$ cat config.mk
export PLATFORM = sky130hd
export DESIGN_NAME = acs_top
export DESIGN_NICKNAME = d
export VERILOG_FILES = /design/src/acs_pkg.sv /design/src/acs_link_if.sv /design/src/acs_i2c_slave.sv /design/src/acs_ref_ctrl.sv /design/src/acs_top.sv
export SDC_FILE = /design/constraint.sdc
export NUM_CORES = 1
export LEC_CHECK = 0
export BUFFER_PORTS_ARGS = -buffer_cell sky130_fd_sc_hd__buf_4
export CAP_MARGIN = 20
export CORE_UTILIZATION = 39
export DETAILED_ROUTE_END_ITERATION = 8
export GPL_ROUTABILITY_DRIVEN = 1
export HOLD_SLACK_MARGIN = 0.15
export RECOVER_POWER = 25
export SLEW_MARGIN = 20
export SYNTH_ARGS = -nofsm -noshare
export SYNTH_HDL_FRONTEND = slang
export SYNTH_SLANG_ARGS = --single-unit
$ cat constraint.sdc
create_clock -name clk_sys -period 2.3 [get_ports clk_sys]
set_input_delay 0.46 -clock clk_sys [delete_from_list [all_inputs] [get_ports clk_sys]]
set_output_delay 0.46 -clock clk_sys [all_outputs]
set_load 0.05 [all_outputs]
$ cat src/acs_pkg.sv
// Constants shared by the converter sequencing block.
// Assumes a 100 MHz system clock and a 32-bit AXI4-Lite register bus.
package acs_pkg;
    localparam int          CLK_MHZ        = 100;
    // Bus addresses on the two-wire link
    localparam logic [6:0]  GLOBAL_ADDR    = 7'h77;
    localparam logic [6:0]  OWN_ADDR_LO    = 7'h14;
    localparam logic [6:0]  OWN_ADDR_HI    = 7'h54;
    // Timing: reference settling and conversion periods
    localparam int          REF_SETTLE_US  = 12000;
    localparam int          REF_SETTLE_CYC = REF_SETTLE_US * CLK_MHZ;
    localparam int          CONV60_US      = 16667;
    localparam int          CONV60_CYC     = CONV60_US * CLK_MHZ;
    localparam int          CONV30_US      = 33333;
    localparam int          CONV30_CYC     = CONV30_US * CLK_MHZ;
    // Register offsets
    localparam logic [7:0]  REG_SAMPLE     = 8'h00;
    localparam logic [7:0]  REG_STATUS     = 8'h04;
    localparam logic [7:0]  REG_RESULT     = 8'h08;
    // Reset values
    localparam logic [15:0] SAMPLE_RST     = 16'h0000;
    localparam logic        RATE_RST       = 1'b0;
    localparam logic        SLEEP_RST      = 1'b0;
    // Configuration byte fields
    localparam int          CFG_PROG_ONE   = 7;
    localparam int          CFG_PROG_TWO   = 6;
    localparam int          CFG_RATE       = 5;
    localparam int          CFG_SLEEP      = 4;
    // Bus responses
    localparam logic [1:0]  RESP_OKAY      = 2'h0;
    localparam logic [1:0]  RESP_SLVERR    = 2'h2;
    typedef enum logic [0:0] {CV_RUN = 1'b0, CV_DONE = 1'b1} acs_conv_t;
    typedef enum logic [2:0] {
        I_IDLE = 3'b000, I_ADDR = 3'b001, I_AACK = 3'b010, I_READ = 3'b011,
        I_WRITE = 3'b100, I_WACK = 3'b101, I_WAIT = 3'b110
    } acs_i2c_t;
endpackage

$ cat src/acs_link_if.sv
// Link between the two-wire slave and the conversion core.
// Assumes both ends run on clk_sys.
`timescale 1ns/1ns
interface acs_link_if;
    logic        conv_busy;
    logic [15:0] result;
    logic        addr_ack;
    logic        read_done;
    logic        xfer_stop;
    logic        cfg_load;
    logic        rate_new;
    logic        sleep_new;
    modport slave (input conv_busy, result,
                   output addr_ack, read_done, xfer_stop, cfg_load, rate_new, sleep_new);
    modport core  (output conv_busy, result,
                   input addr_ack, read_done, xfer_stop, cfg_load, rate_new, sleep_new);
endinterface

$ cat src/acs_i2c_slave.sv
// Two-wire bus slave: address match, result read-out, config write.
// Assumes pins are asynchronous to clk_sys; SDA is open drain.
`timescale 1ns/1ns
module acs_i2c_slave
    import acs_pkg::*;
(
    input  wire logic clk_sys,
    input  wire logic rst_n,
    input  wire logic scl_in,
    input  wire logic sda_in,
    output logic      sda_out,
    output logic      sda_oe,
    input  wire logic address_select_pin,
    acs_link_if.slave lk
);
    logic [1:0]  scl_s, sda_s, asel_s;
    logic        scl_q, sda_q, sel, rd, wr_got, sda_low;
    logic [7:0]  sh, cfg_byte;
    logic [15:0] out_sh;
    logic [4:0]  cnt;
    acs_i2c_t    st;

    // Edge and condition decode from synchronised pins
    wire scl_rise  = scl_s[1] & ~scl_q;
    wire scl_fall  = ~scl_s[1] & scl_q;
    wire start_c   = scl_s[1] & scl_q & sda_q & ~sda_s[1];
    wire stop_c    = scl_s[1] & scl_q & ~sda_q & sda_s[1];
    wire [6:0] own = asel_s[1] ? OWN_ADDR_HI : OWN_ADDR_LO;
    wire glob_hit  = (sh[7:1] == GLOBAL_ADDR) & ~sh[0];
    wire addr_hit  = ((sh[7:1] == own) | glob_hit) & ~lk.conv_busy;
    wire byte_end  = scl_fall & (cnt == 5'd8);

    assign sda_out      = 1'b0;
    assign sda_oe       = sda_low;
    assign lk.xfer_stop = stop_c & sel;
    assign lk.cfg_load  = stop_c & sel & wr_got
                          & cfg_byte[CFG_PROG_ONE] & ~cfg_byte[CFG_PROG_TWO];
    assign lk.rate_new  = cfg_byte[CFG_RATE];
    assign lk.sleep_new = cfg_byte[CFG_SLEEP];

    // Two-stage synchronisers, then one delay for edge detection
    always_ff @(posedge clk_sys or negedge rst_n)
    begin
        if (!rst_n)
        begin
            scl_s  <= 2'h3;
            sda_s  <= 2'h3;
            asel_s <= 2'h0;
            scl_q  <= 1'b1;
            sda_q  <= 1'b1;
        end
        else
        begin
            scl_s  <= {scl_s[0], scl_in};
            sda_s  <= {sda_s[0], sda_in};
            asel_s <= {asel_s[0], address_select_pin};
            scl_q  <= scl_s[1];
            sda_q  <= sda_s[1];
        end
    end

    // Transfer sequencer
    always_ff @(posedge clk_sys or negedge rst_n)
    begin
        if (!rst_n)
        begin
            st <= I_IDLE; sh <= 8'h00; cfg_byte <= 8'h00; out_sh <= 16'h0000;
            cnt <= 5'd0; sel <= 1'b0; rd <= 1'b0; wr_got <= 1'b0; sda_low <= 1'b0;
            lk.addr_ack <= 1'b0; lk.read_done <= 1'b0;
        end
        else
        begin
            lk.addr_ack  <= 1'b0;
            lk.read_done <= 1'b0;
            if (start_c)
            begin
                st <= I_ADDR; cnt <= 5'd0; sel <= 1'b0; wr_got <= 1'b0; sda_low <= 1'b0;
            end
            else if (stop_c)
            begin
                st <= I_IDLE; sel <= 1'b0; sda_low <= 1'b0;
            end
            else
            begin
                case (st)
                    I_ADDR, I_WRITE:
                    begin
                        if (scl_rise)
                        begin
                            sh  <= {sh[6:0], sda_s[1]};
                            cnt <= cnt + 5'd1;
                        end
                        if (byte_end && st == I_WRITE)
                        begin
                            cfg_byte <= sh; wr_got <= 1'b1; sda_low <= 1'b1; st <= I_WACK;
                        end
                        else if (byte_end && addr_hit)
                        begin
                            sda_low <= 1'b1; sel <= 1'b1; rd <= sh[0]; st <= I_AACK;
                            lk.addr_ack <= 1'b1;
                        end
                        else if (byte_end)
                            st <= I_WAIT;
                    end
                    I_AACK:
                    begin
                        if (scl_fall)
                        begin
                            cnt <= 5'd0;
                            out_sh <= lk.result;
                            sda_low <= rd & ~lk.result[15];
                            st <= rd ? I_READ : I_WRITE;
                        end
                    end
                    I_READ:
                    begin
                        if (scl_fall && cnt == 5'd15)
                        begin
                            sda_low <= 1'b0; lk.read_done <= 1'b1; st <= I_WAIT;
                        end
                        else if (scl_fall)
                        begin
                            cnt <= cnt + 5'd1; out_sh <= out_sh << 1; sda_low <= ~out_sh[14];
                        end
                    end
                    I_WACK:
                    begin
                        if (scl_fall)
                        begin
                            sda_low <= 1'b0; st <= I_WAIT;
                        end
                    end
                    default: st <= st;
                endcase
            end
        end
    end
endmodule

$ cat src/acs_ref_ctrl.sv
// Reference power sequencer with start-up settling timer.
// Assumes one-cycle event pulses on clk_sys.
`timescale 1ns/1ns
module acs_ref_ctrl #(
    parameter int SETTLE_CYC = acs_pkg::REF_SETTLE_CYC
) (
    input  wire logic clk_sys,
    input  wire logic rst_n,
    input  wire logic conv_end,
    input  wire logic sleep_bit,
    input  wire logic wake,
    output logic      ref_on,
    output logic      ref_settled
);
    logic [21:0] settle_cnt;

    assign ref_settled = ref_on && (settle_cnt == 22'(SETTLE_CYC));

    // Power state and settling count; wake wins over sleep
    always_ff @(posedge clk_sys or negedge rst_n)
    begin
        if (!rst_n)
        begin
            ref_on     <= 1'b1;
            settle_cnt <= 22'd0;
        end
        else if (wake && !ref_on)
        begin
            ref_on     <= 1'b1;
            settle_cnt <= 22'd0;
        end
        else if (conv_end && sleep_bit && !wake)
            ref_on <= 1'b0;
        else if (ref_on && !ref_settled)
            settle_cnt <= settle_cnt + 22'd1;
    end
endmodule

$ cat src/acs_top.sv
// Conversion sequencing and reference power control of a two-wire slave
// converter, with an AXI4-Lite window for the analog stand-in and status.
// Assumes a 100 MHz clk_sys, asynchronous active-low reset, open-drain SDA.
//
// Functional notes
// - Broadcast address 1110111 with write bit
// - Broadcast write when idle is acknowledged
// - Optional config byte after broadcast accepted
// - Stop applies config, starts new conversion
// - Stop without byte keeps config, converts
// - Sleep set: reference off after next conversion
// - Last conversion before sleep stays valid
// - Address acknowledge powers reference back up
// - Reference needs 12ms settling after power
// - Reading all 16 bits starts conversion
// - Sleep clear keeps reference always powered
// - Own address 0010100 or 1010100 by pin
// - Addressed while converting gives not-acknowledge
// - Config applies only when enables are 1,0
// - Rate bit: 0 is 60Hz, 1 is 30Hz
`timescale 1ns/1ns
module acs_top
    import acs_pkg::*;
#(
    parameter int CONV60     = acs_pkg::CONV60_CYC,
    parameter int CONV30     = acs_pkg::CONV30_CYC,
    parameter int SETTLE     = acs_pkg::REF_SETTLE_CYC,
    parameter bit SINGLE_END = 1'b1
) (
    input  wire logic        clk_sys,
    input  wire logic        rst_n,
    input  wire logic        scl_in,
    input  wire logic        sda_in,
    output logic             sda_out,
    output logic             sda_oe,
    input  wire logic        address_select_pin,
    input  wire logic [7:0]  s_axi_awaddr,
    input  wire logic        s_axi_awvalid,
    output logic             s_axi_awready,
    input  wire logic [31:0] s_axi_wdata,
    input  wire logic [3:0]  s_axi_wstrb,
    input  wire logic        s_axi_wvalid,
    output logic             s_axi_wready,
    output logic [1:0]       s_axi_bresp,
    output logic             s_axi_bvalid,
    input  wire logic        s_axi_bready,
    input  wire logic [7:0]  s_axi_araddr,
    input  wire logic        s_axi_arvalid,
    output logic             s_axi_arready,
    output logic [31:0]      s_axi_rdata,
    output logic [1:0]       s_axi_rresp,
    output logic             s_axi_rvalid,
    input  wire logic        s_axi_rready
);
    import acs_pkg::*;

    // ------------------------------------------------------------
    // Internal signals
    // ------------------------------------------------------------
    acs_link_if  lk ();
    acs_conv_t   conv_st;
    logic [21:0] conv_cnt;
    logic [15:0] sample;
    logic [15:0] result;
    logic        result_valid;
    logic        run_valid;
    logic        rate;
    logic        sleep;
    logic        ref_on;
    logic        ref_settled;
    logic        conv_end;
    logic        aw_got;
    logic        w_got;
    logic [7:0]  aw_addr;
    logic [31:0] w_data;
    logic [3:0]  w_strb;

    // ------------------------------------------------------------
    // Submodules
    // ------------------------------------------------------------
    acs_i2c_slave u_i2c (
        .clk_sys            (clk_sys),
        .rst_n              (rst_n),
        .scl_in             (scl_in),
        .sda_in             (sda_in),
        .sda_out            (sda_out),
        .sda_oe             (sda_oe),
        .address_select_pin (address_select_pin),
        .lk                 (lk.slave)
    );

    acs_ref_ctrl #(.SETTLE_CYC(SETTLE)) u_ref (
        .clk_sys     (clk_sys),
        .rst_n       (rst_n),
        .conv_end    (conv_end),
        .sleep_bit   (sleep),
        .wake        (lk.addr_ack),
        .ref_on      (ref_on),
        .ref_settled (ref_settled)
    );

    // ------------------------------------------------------------
    // Conversion sequencing
    // ------------------------------------------------------------
    // Period select; the rate bit only matters on single-ended parts
    wire        slow_rate  = rate & SINGLE_END;
    wire [21:0] conv_last  = slow_rate ? 22'(CONV30 - 1) : 22'(CONV60 - 1);
    assign      conv_end   = (conv_st == CV_RUN) && (conv_cnt == conv_last);
    wire        start_conv = (conv_st == CV_DONE) && (lk.read_done || lk.xfer_stop);

    assign lk.conv_busy = (conv_st == CV_RUN);
    assign lk.result    = result;

    // Conversion timer; powered up straight into a conversion
    always_ff @(posedge clk_sys or negedge rst_n)
    begin
        if (!rst_n)
        begin
            conv_st  <= CV_RUN;
            conv_cnt <= 22'd0;
        end
        else if (conv_end)
            conv_st <= CV_DONE;
        else if (start_conv)
        begin
            conv_st  <= CV_RUN;
            conv_cnt <= 22'd0;
        end
        else if (conv_st == CV_RUN)
            conv_cnt <= conv_cnt + 22'd1;
    end

    // Result capture; valid only if the reference was settled throughout
    always_ff @(posedge clk_sys or negedge rst_n)
    begin
        if (!rst_n)
        begin
            result       <= 16'h0000;
            result_valid <= 1'b0;
            run_valid    <= 1'b0;
        end
        else if (start_conv)
            run_valid <= ref_settled;
        else if (conv_end)
        begin
            result       <= sample;
            result_valid <= run_valid & ref_settled;
        end
        else if (conv_st == CV_RUN && !ref_settled)
            run_valid <= 1'b0;
    end

    // Configuration applied at the stop of a programming write
    always_ff @(posedge clk_sys or negedge rst_n)
    begin
        if (!rst_n)
        begin
            rate  <= RATE_RST;
            sleep <= SLEEP_RST;
        end
        else if (lk.cfg_load)
        begin
            rate  <= lk.rate_new;
            sleep <= lk.sleep_new;
        end
    end

    // ------------------------------------------------------------
    // AXI4-Lite slave
    // ------------------------------------------------------------
    // Address and data may arrive in either order; respond when both held
    wire        do_write  = aw_got && w_got && !s_axi_bvalid;
    wire        wr_sample = (aw_addr == REG_SAMPLE);
    wire        rd_sample = (s_axi_araddr == REG_SAMPLE);
    wire        rd_status = (s_axi_araddr == REG_STATUS);
    wire        rd_result = (s_axi_araddr == REG_RESULT);
    wire [31:0] status_w  = {26'h0, sleep, slow_rate, result_valid,
                             ref_settled, ref_on, lk.conv_busy};
    wire        rd_hit    = rd_sample || rd_status || rd_result;
    wire [31:0] rd_word   = rd_sample ? {16'h0, sample} :
                            rd_status ? status_w :
                            rd_result ? {16'h0, result} : 32'h0;

    assign s_axi_awready = !aw_got;
    assign s_axi_wready  = !w_got;
    assign s_axi_arready = !s_axi_rvalid;

    // Write address and data holding
    always_ff @(posedge clk_sys or negedge rst_n)
    begin
        if (!rst_n)
        begin
            aw_got  <= 1'b0;
            w_got   <= 1'b0;
            aw_addr <= 8'h00;
            w_data  <= 32'h0;
            w_strb  <= 4'h0;
        end
        else
        begin
            if (s_axi_awvalid && s_axi_awready)
            begin
                aw_got  <= 1'b1;
                aw_addr <= s_axi_awaddr;
            end
            else if (do_write)
                aw_got <= 1'b0;
            if (s_axi_wvalid && s_axi_wready)
            begin
                w_got  <= 1'b1;
                w_data <= s_axi_wdata;
                w_strb <= s_axi_wstrb;
            end
            else if (do_write)
                w_got <= 1'b0;
        end
    end

    // Sample register and write response
    always_ff @(posedge clk_sys or negedge rst_n)
    begin
        if (!rst_n)
        begin
            sample       <= SAMPLE_RST;
            s_axi_bvalid <= 1'b0;
            s_axi_bresp  <= RESP_OKAY;
        end
        else if (do_write)
        begin
            s_axi_bvalid <= 1'b1;
            s_axi_bresp  <= wr_sample ? RESP_OKAY : RESP_SLVERR;
            if (wr_sample && w_strb[0])
                sample[7:0] <= w_data[7:0];
            if (wr_sample && w_strb[1])
                sample[15:8] <= w_data[15:8];
        end
        else if (s_axi_bready)
            s_axi_bvalid <= 1'b0;
    end

    // Read response
    always_ff @(posedge clk_sys or negedge rst_n)
    begin
        if (!rst_n)
        begin
            s_axi_rvalid <= 1'b0;
            s_axi_rdata  <= 32'h0;
            s_axi_rresp  <= RESP_OKAY;
        end
        else if (s_axi_arvalid && s_axi_arready)
        begin
            s_axi_rvalid <= 1'b1;
            s_axi_rdata  <= rd_word;
            s_axi_rresp  <= rd_hit ? RESP_OKAY : RESP_SLVERR;
        end
        else if (s_axi_rready)
            s_axi_rvalid <= 1'b0;
    end
endmodule

======== Word-level counts from Yosys, hierarchy flattened ========
Cells that the tools add are included.
operators by class
  add/subtract/negate cells ............... 3
  $mul .................................... 0
  div/mod/pow operators ................... 0
  order comparisons ....................... 0
  eq/ne operators ......................... 31
  shifts and indexed selects .............. 0
  mux-type cells .......................... 73
  bitwise gates (word level) .............. 31
  reduce and logical (&&, ||, !) cells .... 61
operators with widths
  cell                     count
  $mux W22                 6
  $mux W16                 3
  $mux W15                 3
  $add A22 B1 Y22 const B  2
  $mux W1                  39
  $mux W5                  6
  $pmux W15 S2             1
  $mux W3                  9
  $eq A22 B21 Y1 const B   1
  $eq A22 B22 Y1           1
  $reduce_bool A2 Y1       11
  $logic_and A1 B1 Y1      18
  $and A1 B1 Y1            16
  $logic_not A8 Y1         2
  $pmux W5 S3              1
  $reduce_and A5 Y1        3
  $not A1 Y1               14
  $ne A3 B1 Y1 const B     4
  $ne A4 B1 Y1 const B     3
  $pmux W3 S4              1
  $reduce_and A2 Y1        6
  $reduce_and A6 Y1        2
  $eq A5 B4 Y1 const B     2
  $ne A2 B1 Y1 const B     5
  24 further kinds         40
word-level totals
  flip-flop bits (word level) ............. 201
  latch bits .............................. 0
  bits in writable memories ............... 0
  bits in read-only memories .............. 0
  bits of input ports ..................... 62
  memories kept ........................... 0

======== Longest topological paths before layout ========
  depth in word-level cells ............... 10
  mapped depth ............................ 9
  depth with buffers taken out ............ 8

======== Modules after synthesis ========
Synthesis repeated with hierarchy kept, for this count alone.
unflattened totals
  cells, all modules ...................... 773
  area total of the unflattened synthesis .. 8,560.7 sq um
by module, submodules not included
  module         instances  cells each  area an instance (sq um)  sequential area each (sq um)
  acs_top        1          417         4,827.1                   2,677.6
  acs_i2c_slave  1          209         2,334.7                   1,233.7
  acs_ref_ctrl   1          147         1,398.8                   576.8

======== Worst setup path after synthesis ========
Ideal clock, no wire load.
  kind .................................... register to register
  start point ............................. register conv_cnt[0]
  end point ............................... register result[10], in the netlist lk.result[10]
  library setup time ...................... 0.127 ns
  arrival time ............................ 2.184 ns
  required time ........................... 2.173 ns
  path slack .............................. -0.011 ns
  cell stages (with the launch flop) ...... 9
  period minus slack after synthesis ...... 2.311 ns
  path through ............................ dfrtp_1 > ha_1 > buf_4 > nand4_1 > or4_4 > nor4_4 > buf_4 > buf_6 > mux2_1
between the ends
  longest elaborated chain between the ends .. 3
RTL lines
  what                                line            RTL
  start: declaration                  acs_top.sv:62   logic [21:0] conv_cnt;
  start signal: assignment            acs_top.sv:130  conv_cnt <= conv_cnt + 22'd1;
  $eq A22 B22 Y1                      acs_top.sv:108  assign conv_end = (conv_st == CV_RUN) && (conv_cnt == conv_last);
  $logic_and A1 B1 Y1                 acs_top.sv:108
  $reduce_and A2 Y1 (no source line)  --
  end signal: assignment              acs_top.sv:146  result <= sample;
  end: declaration                    acs_top.sv:64   logic [15:0] result;
Every way passes these cells.
A chain may end at the register's enable or synchronous reset.

======== Final worst setup path ========
  start point ............................. register conv_cnt[0]
  end point ............................... register result[15], in the netlist lk.result[15]
The elaborated chain is that of the path after synthesis.

==> metrics.md <==
| Metric | Value |
|---|---|
| Status | finished, final reports clean |
| DRT iter0 DRCs | 316 |
| WS Path Type | register to register |
| Setup violators final | 0 |
| Die area | 23000 um2 |
| Share of layout cells above drive strength 1 | 28.0% |
| HPWL Detailed | 13200 um |
| R2R setup slack | 0.02 ns |
| Die Span X | 152 um |
| Worst Max-Slew Pin Slew | 1.36 ns |
| Hold slack | 0.188 ns |
| Core Util, Final | 48.5% |
| Data arrival time of the worst path | 2.60 ns |
| Final hold violation count | 0 |
| Wire per inst | 16.1 um |
| Slew headroom | 9.10% |
| Crit path required time | 2.62 ns |
| Clock Skew | 0.0156 ns |
| Setup WS post-layout | 0.0214 ns |
| Crit. End Element | register |
| Clock transition at the registers of the reported paths | 0.08 ns |
| Final nets | 983 |
| Cell Rows | 54 |
| Inserted Clock Buffers | 17 |
| Antenna violations before repair | 0 |
| Placed cell areas | 9800 um2 |
| Final max-slew violation count | 0 |
| Yosys Warn Count | 0 |
| Synthesized area per cell | 10.9 um2 |
| Most instantiated library cell after synthesis | dfrtp_1 |
| FF+latch count, synth | 179 |
| CTS Sinks | 179 |
| Hold WC Path Type | primary input to register |
| Routability Congestion | 0.830 |
| Initial Utilization | 39.9% |
| Tcrit/Tclk final | 99.1% |
| Post-Layout Inst Area | 10600 um2 |
| First-pass DRT Iterations | 5 |
| Leakage power | 4.77 nW |
| First-pass GRT wire length | 31800 um |
| Synth cell count leaders | 172 x dfrtp_1, 76 x nand2_1, 64 x mux2_2 |
| CTS root buffer | clkbuf_16 |
| Tot GR Track Use | 17.8% |
| Tmin final | 2.28 ns |
| Largest net degree at the start of global routing | 54 |
| PortBufs | 67 |
| Pre-CTS setup slack | 0.0672 ns |
| Via count | 6445 |
| RSZ-0062 raised after global routing | yes |
| Critical path peak fanout | 7 |
| Sequential fraction of the synthesis area | 51.4% |
| Post-Route WL | 19400 um |
| Area of the core | 21900 um2 |
| Avg Vias per Cell | 5.34 |
| Post-Syn Area | 8730 um2 |
| Remaining DRCs | 0 |
| Die height | 152 um |
| Max cap viols | 0 |
| Cell taking the most area after synthesis | dfrtp_1 |
| I/O pins | 105 |
| VDD IR-drop max | 0.000501 V |
| Fmax | 439 MHz |
| Area contributors post-synth | dfrtp_1 49%, mux2_2 8.3%, nand2_1 3.3%, mux2i_1 2.8%, o21ai_0 2.6% |
| Library cells used by synthesis | 71 |
| Startpoint types | register |
| Dominant synthesized flop cell | dfrtp_1 |
| Clk buf depth | 2 |
| Antenna-violating nets left | 0 |
| Later-pin clock latency in the skew report | 0.44 ns |
| Grt total ovfl | 0 |
| Max H-tree Level | 4 |
| PwrDens | 806 nW/um2 |
| Mapped Cells | 801 |
| Post-synth EDFFs | 0 |
| Ys async rst share | 100% |
| Number of global-route vias before repair | 6310 |
| Post-synth top area share | 49.3% |
| Area growth from synthesis to layout | 21.7% |
| CTS tree | yes |
| ANT cells | 0 |
[placed cells by master, fill, tap and decap left out, drive strengths merged, types with 4 or more instances in the layout]
cell type and count:
clkinv 8, dfrtp 172, and2 5, o211ai 5
mux2 75, a21oi 22, dfstp 7, and4 6
o31ai 15, nand3 26, or4 10, a22oi 13
o41ai 13, nand4 16, inv 29, nand3b 4
nor2 39, and3 10, nor4 11, o21ai 57
nor2b 10, a22o 6, ha 6, mux2i 24
a31oi 6, nor3 11, xor2 11, conb 19
nand2 76, nand4bb 4, buf 126, nand2b 6
or3 8, clkbuf 24, dlygate4sd3 4
[per-stage QoR]
step | setup TNS (ns) | std cells | power [mW]
floorplan | 0 | 819 | 5.16
global placement | 0 | 1162 | 5.61
detailed placement | 0 | 1162 | 5.66
CTS | 0 | 1198 | 8.67
global route | -0.941 | 1208 | 8.99
finish | 0 | 1208 | 8.56
[repair_timing]
action                                 in CTS  in global routing
hold buffers                                4                  0
buffers inserted                            0                  7
endpoints found under the hold margin      50                  0
gates resized for setup                     0                 16
setup endpoints to repair                   0                 24
[flip-flops by register name, summed over array words and instances (netlist names), 3 cells and up]
signal and cells:
u_i2c.out_sh 15, lk.result 16, conv_cnt 22, u_ref.settle_cnt 22
u_i2c.cfg_byte 4, w_data 16, u_i2c.sh 8, aw_addr 8
s_axi_rdata 16, u_i2c.st 3, u_i2c.cnt 5, sample 16
[report_power, final]
group	switching [mW]	total, mW	internal [mW]
logic	0.861	1.64	0.779
registers	0.334	3.93	3.60
clock network	1.49	2.99	1.50
total	2.68	8.56	5.88
[kinds of logic after synthesis]
group | synth area share, %
AOI/OAI and AO/OA | 12.4
adders and majority gates | 0.860
other | 0.0429
muxes | 12.4
xor gates and xnor gates | 1.30
and+or+nand+nor | 16.5
buffers and inverters | 5.06
DFF | 51.4
[critical path: stages (launching register included)]
cell and delay, ns:
dfrtp_1 0.39, ha_2 0.19, nand4_1 0.10, or4_4 0.49
nor4_4 0.33, buf_6 0.18, clkbuf_16 0.16, mux2_2 0.33
[path summary, 6_finish.rpt]
| kind | start | to | cells after the start |
|---|---|---|---|
| max | conv_cnt[0] | lk.result[15] | 7 |
| min reg2reg | u_i2c.asel_s[0] | u_i2c.asel_s[1] | 0 |
| max in group asynchronous | rst_n | conv_cnt[8] | 3 |
| min in group asynchronous | rst_n | w_data[0] | 2 |
| min | s_axi_bready | s_axi_bvalid | 2 |
| max reg2reg | conv_cnt[0] | lk.result[15] | 7 |
[metal layers]
layer | global-route usage (%) | vias up | part of all wire (%)
li1 | - | 3122 | -
met1 | 24.2 | 3189 | 49
met2 | 28.6 | 117 | 47
met3 | 3.56 | 17 | 2.9
met4 | 5.15 | 0 | 1.2
met5 | 0 | - | 0
[layout make-up]
type	count	area (um2)
Multi-Input combinational cell	557	3930
Inverter	23	86.3
Clock buffer	17	425
Clock inverter	15	205
Timing Repair Buffer	137	1140
Tap cell	280	350
Sequential cell	179	4490
Fill cell	2066	11300
Note: power is estimated with default switching activity, not from simulation.
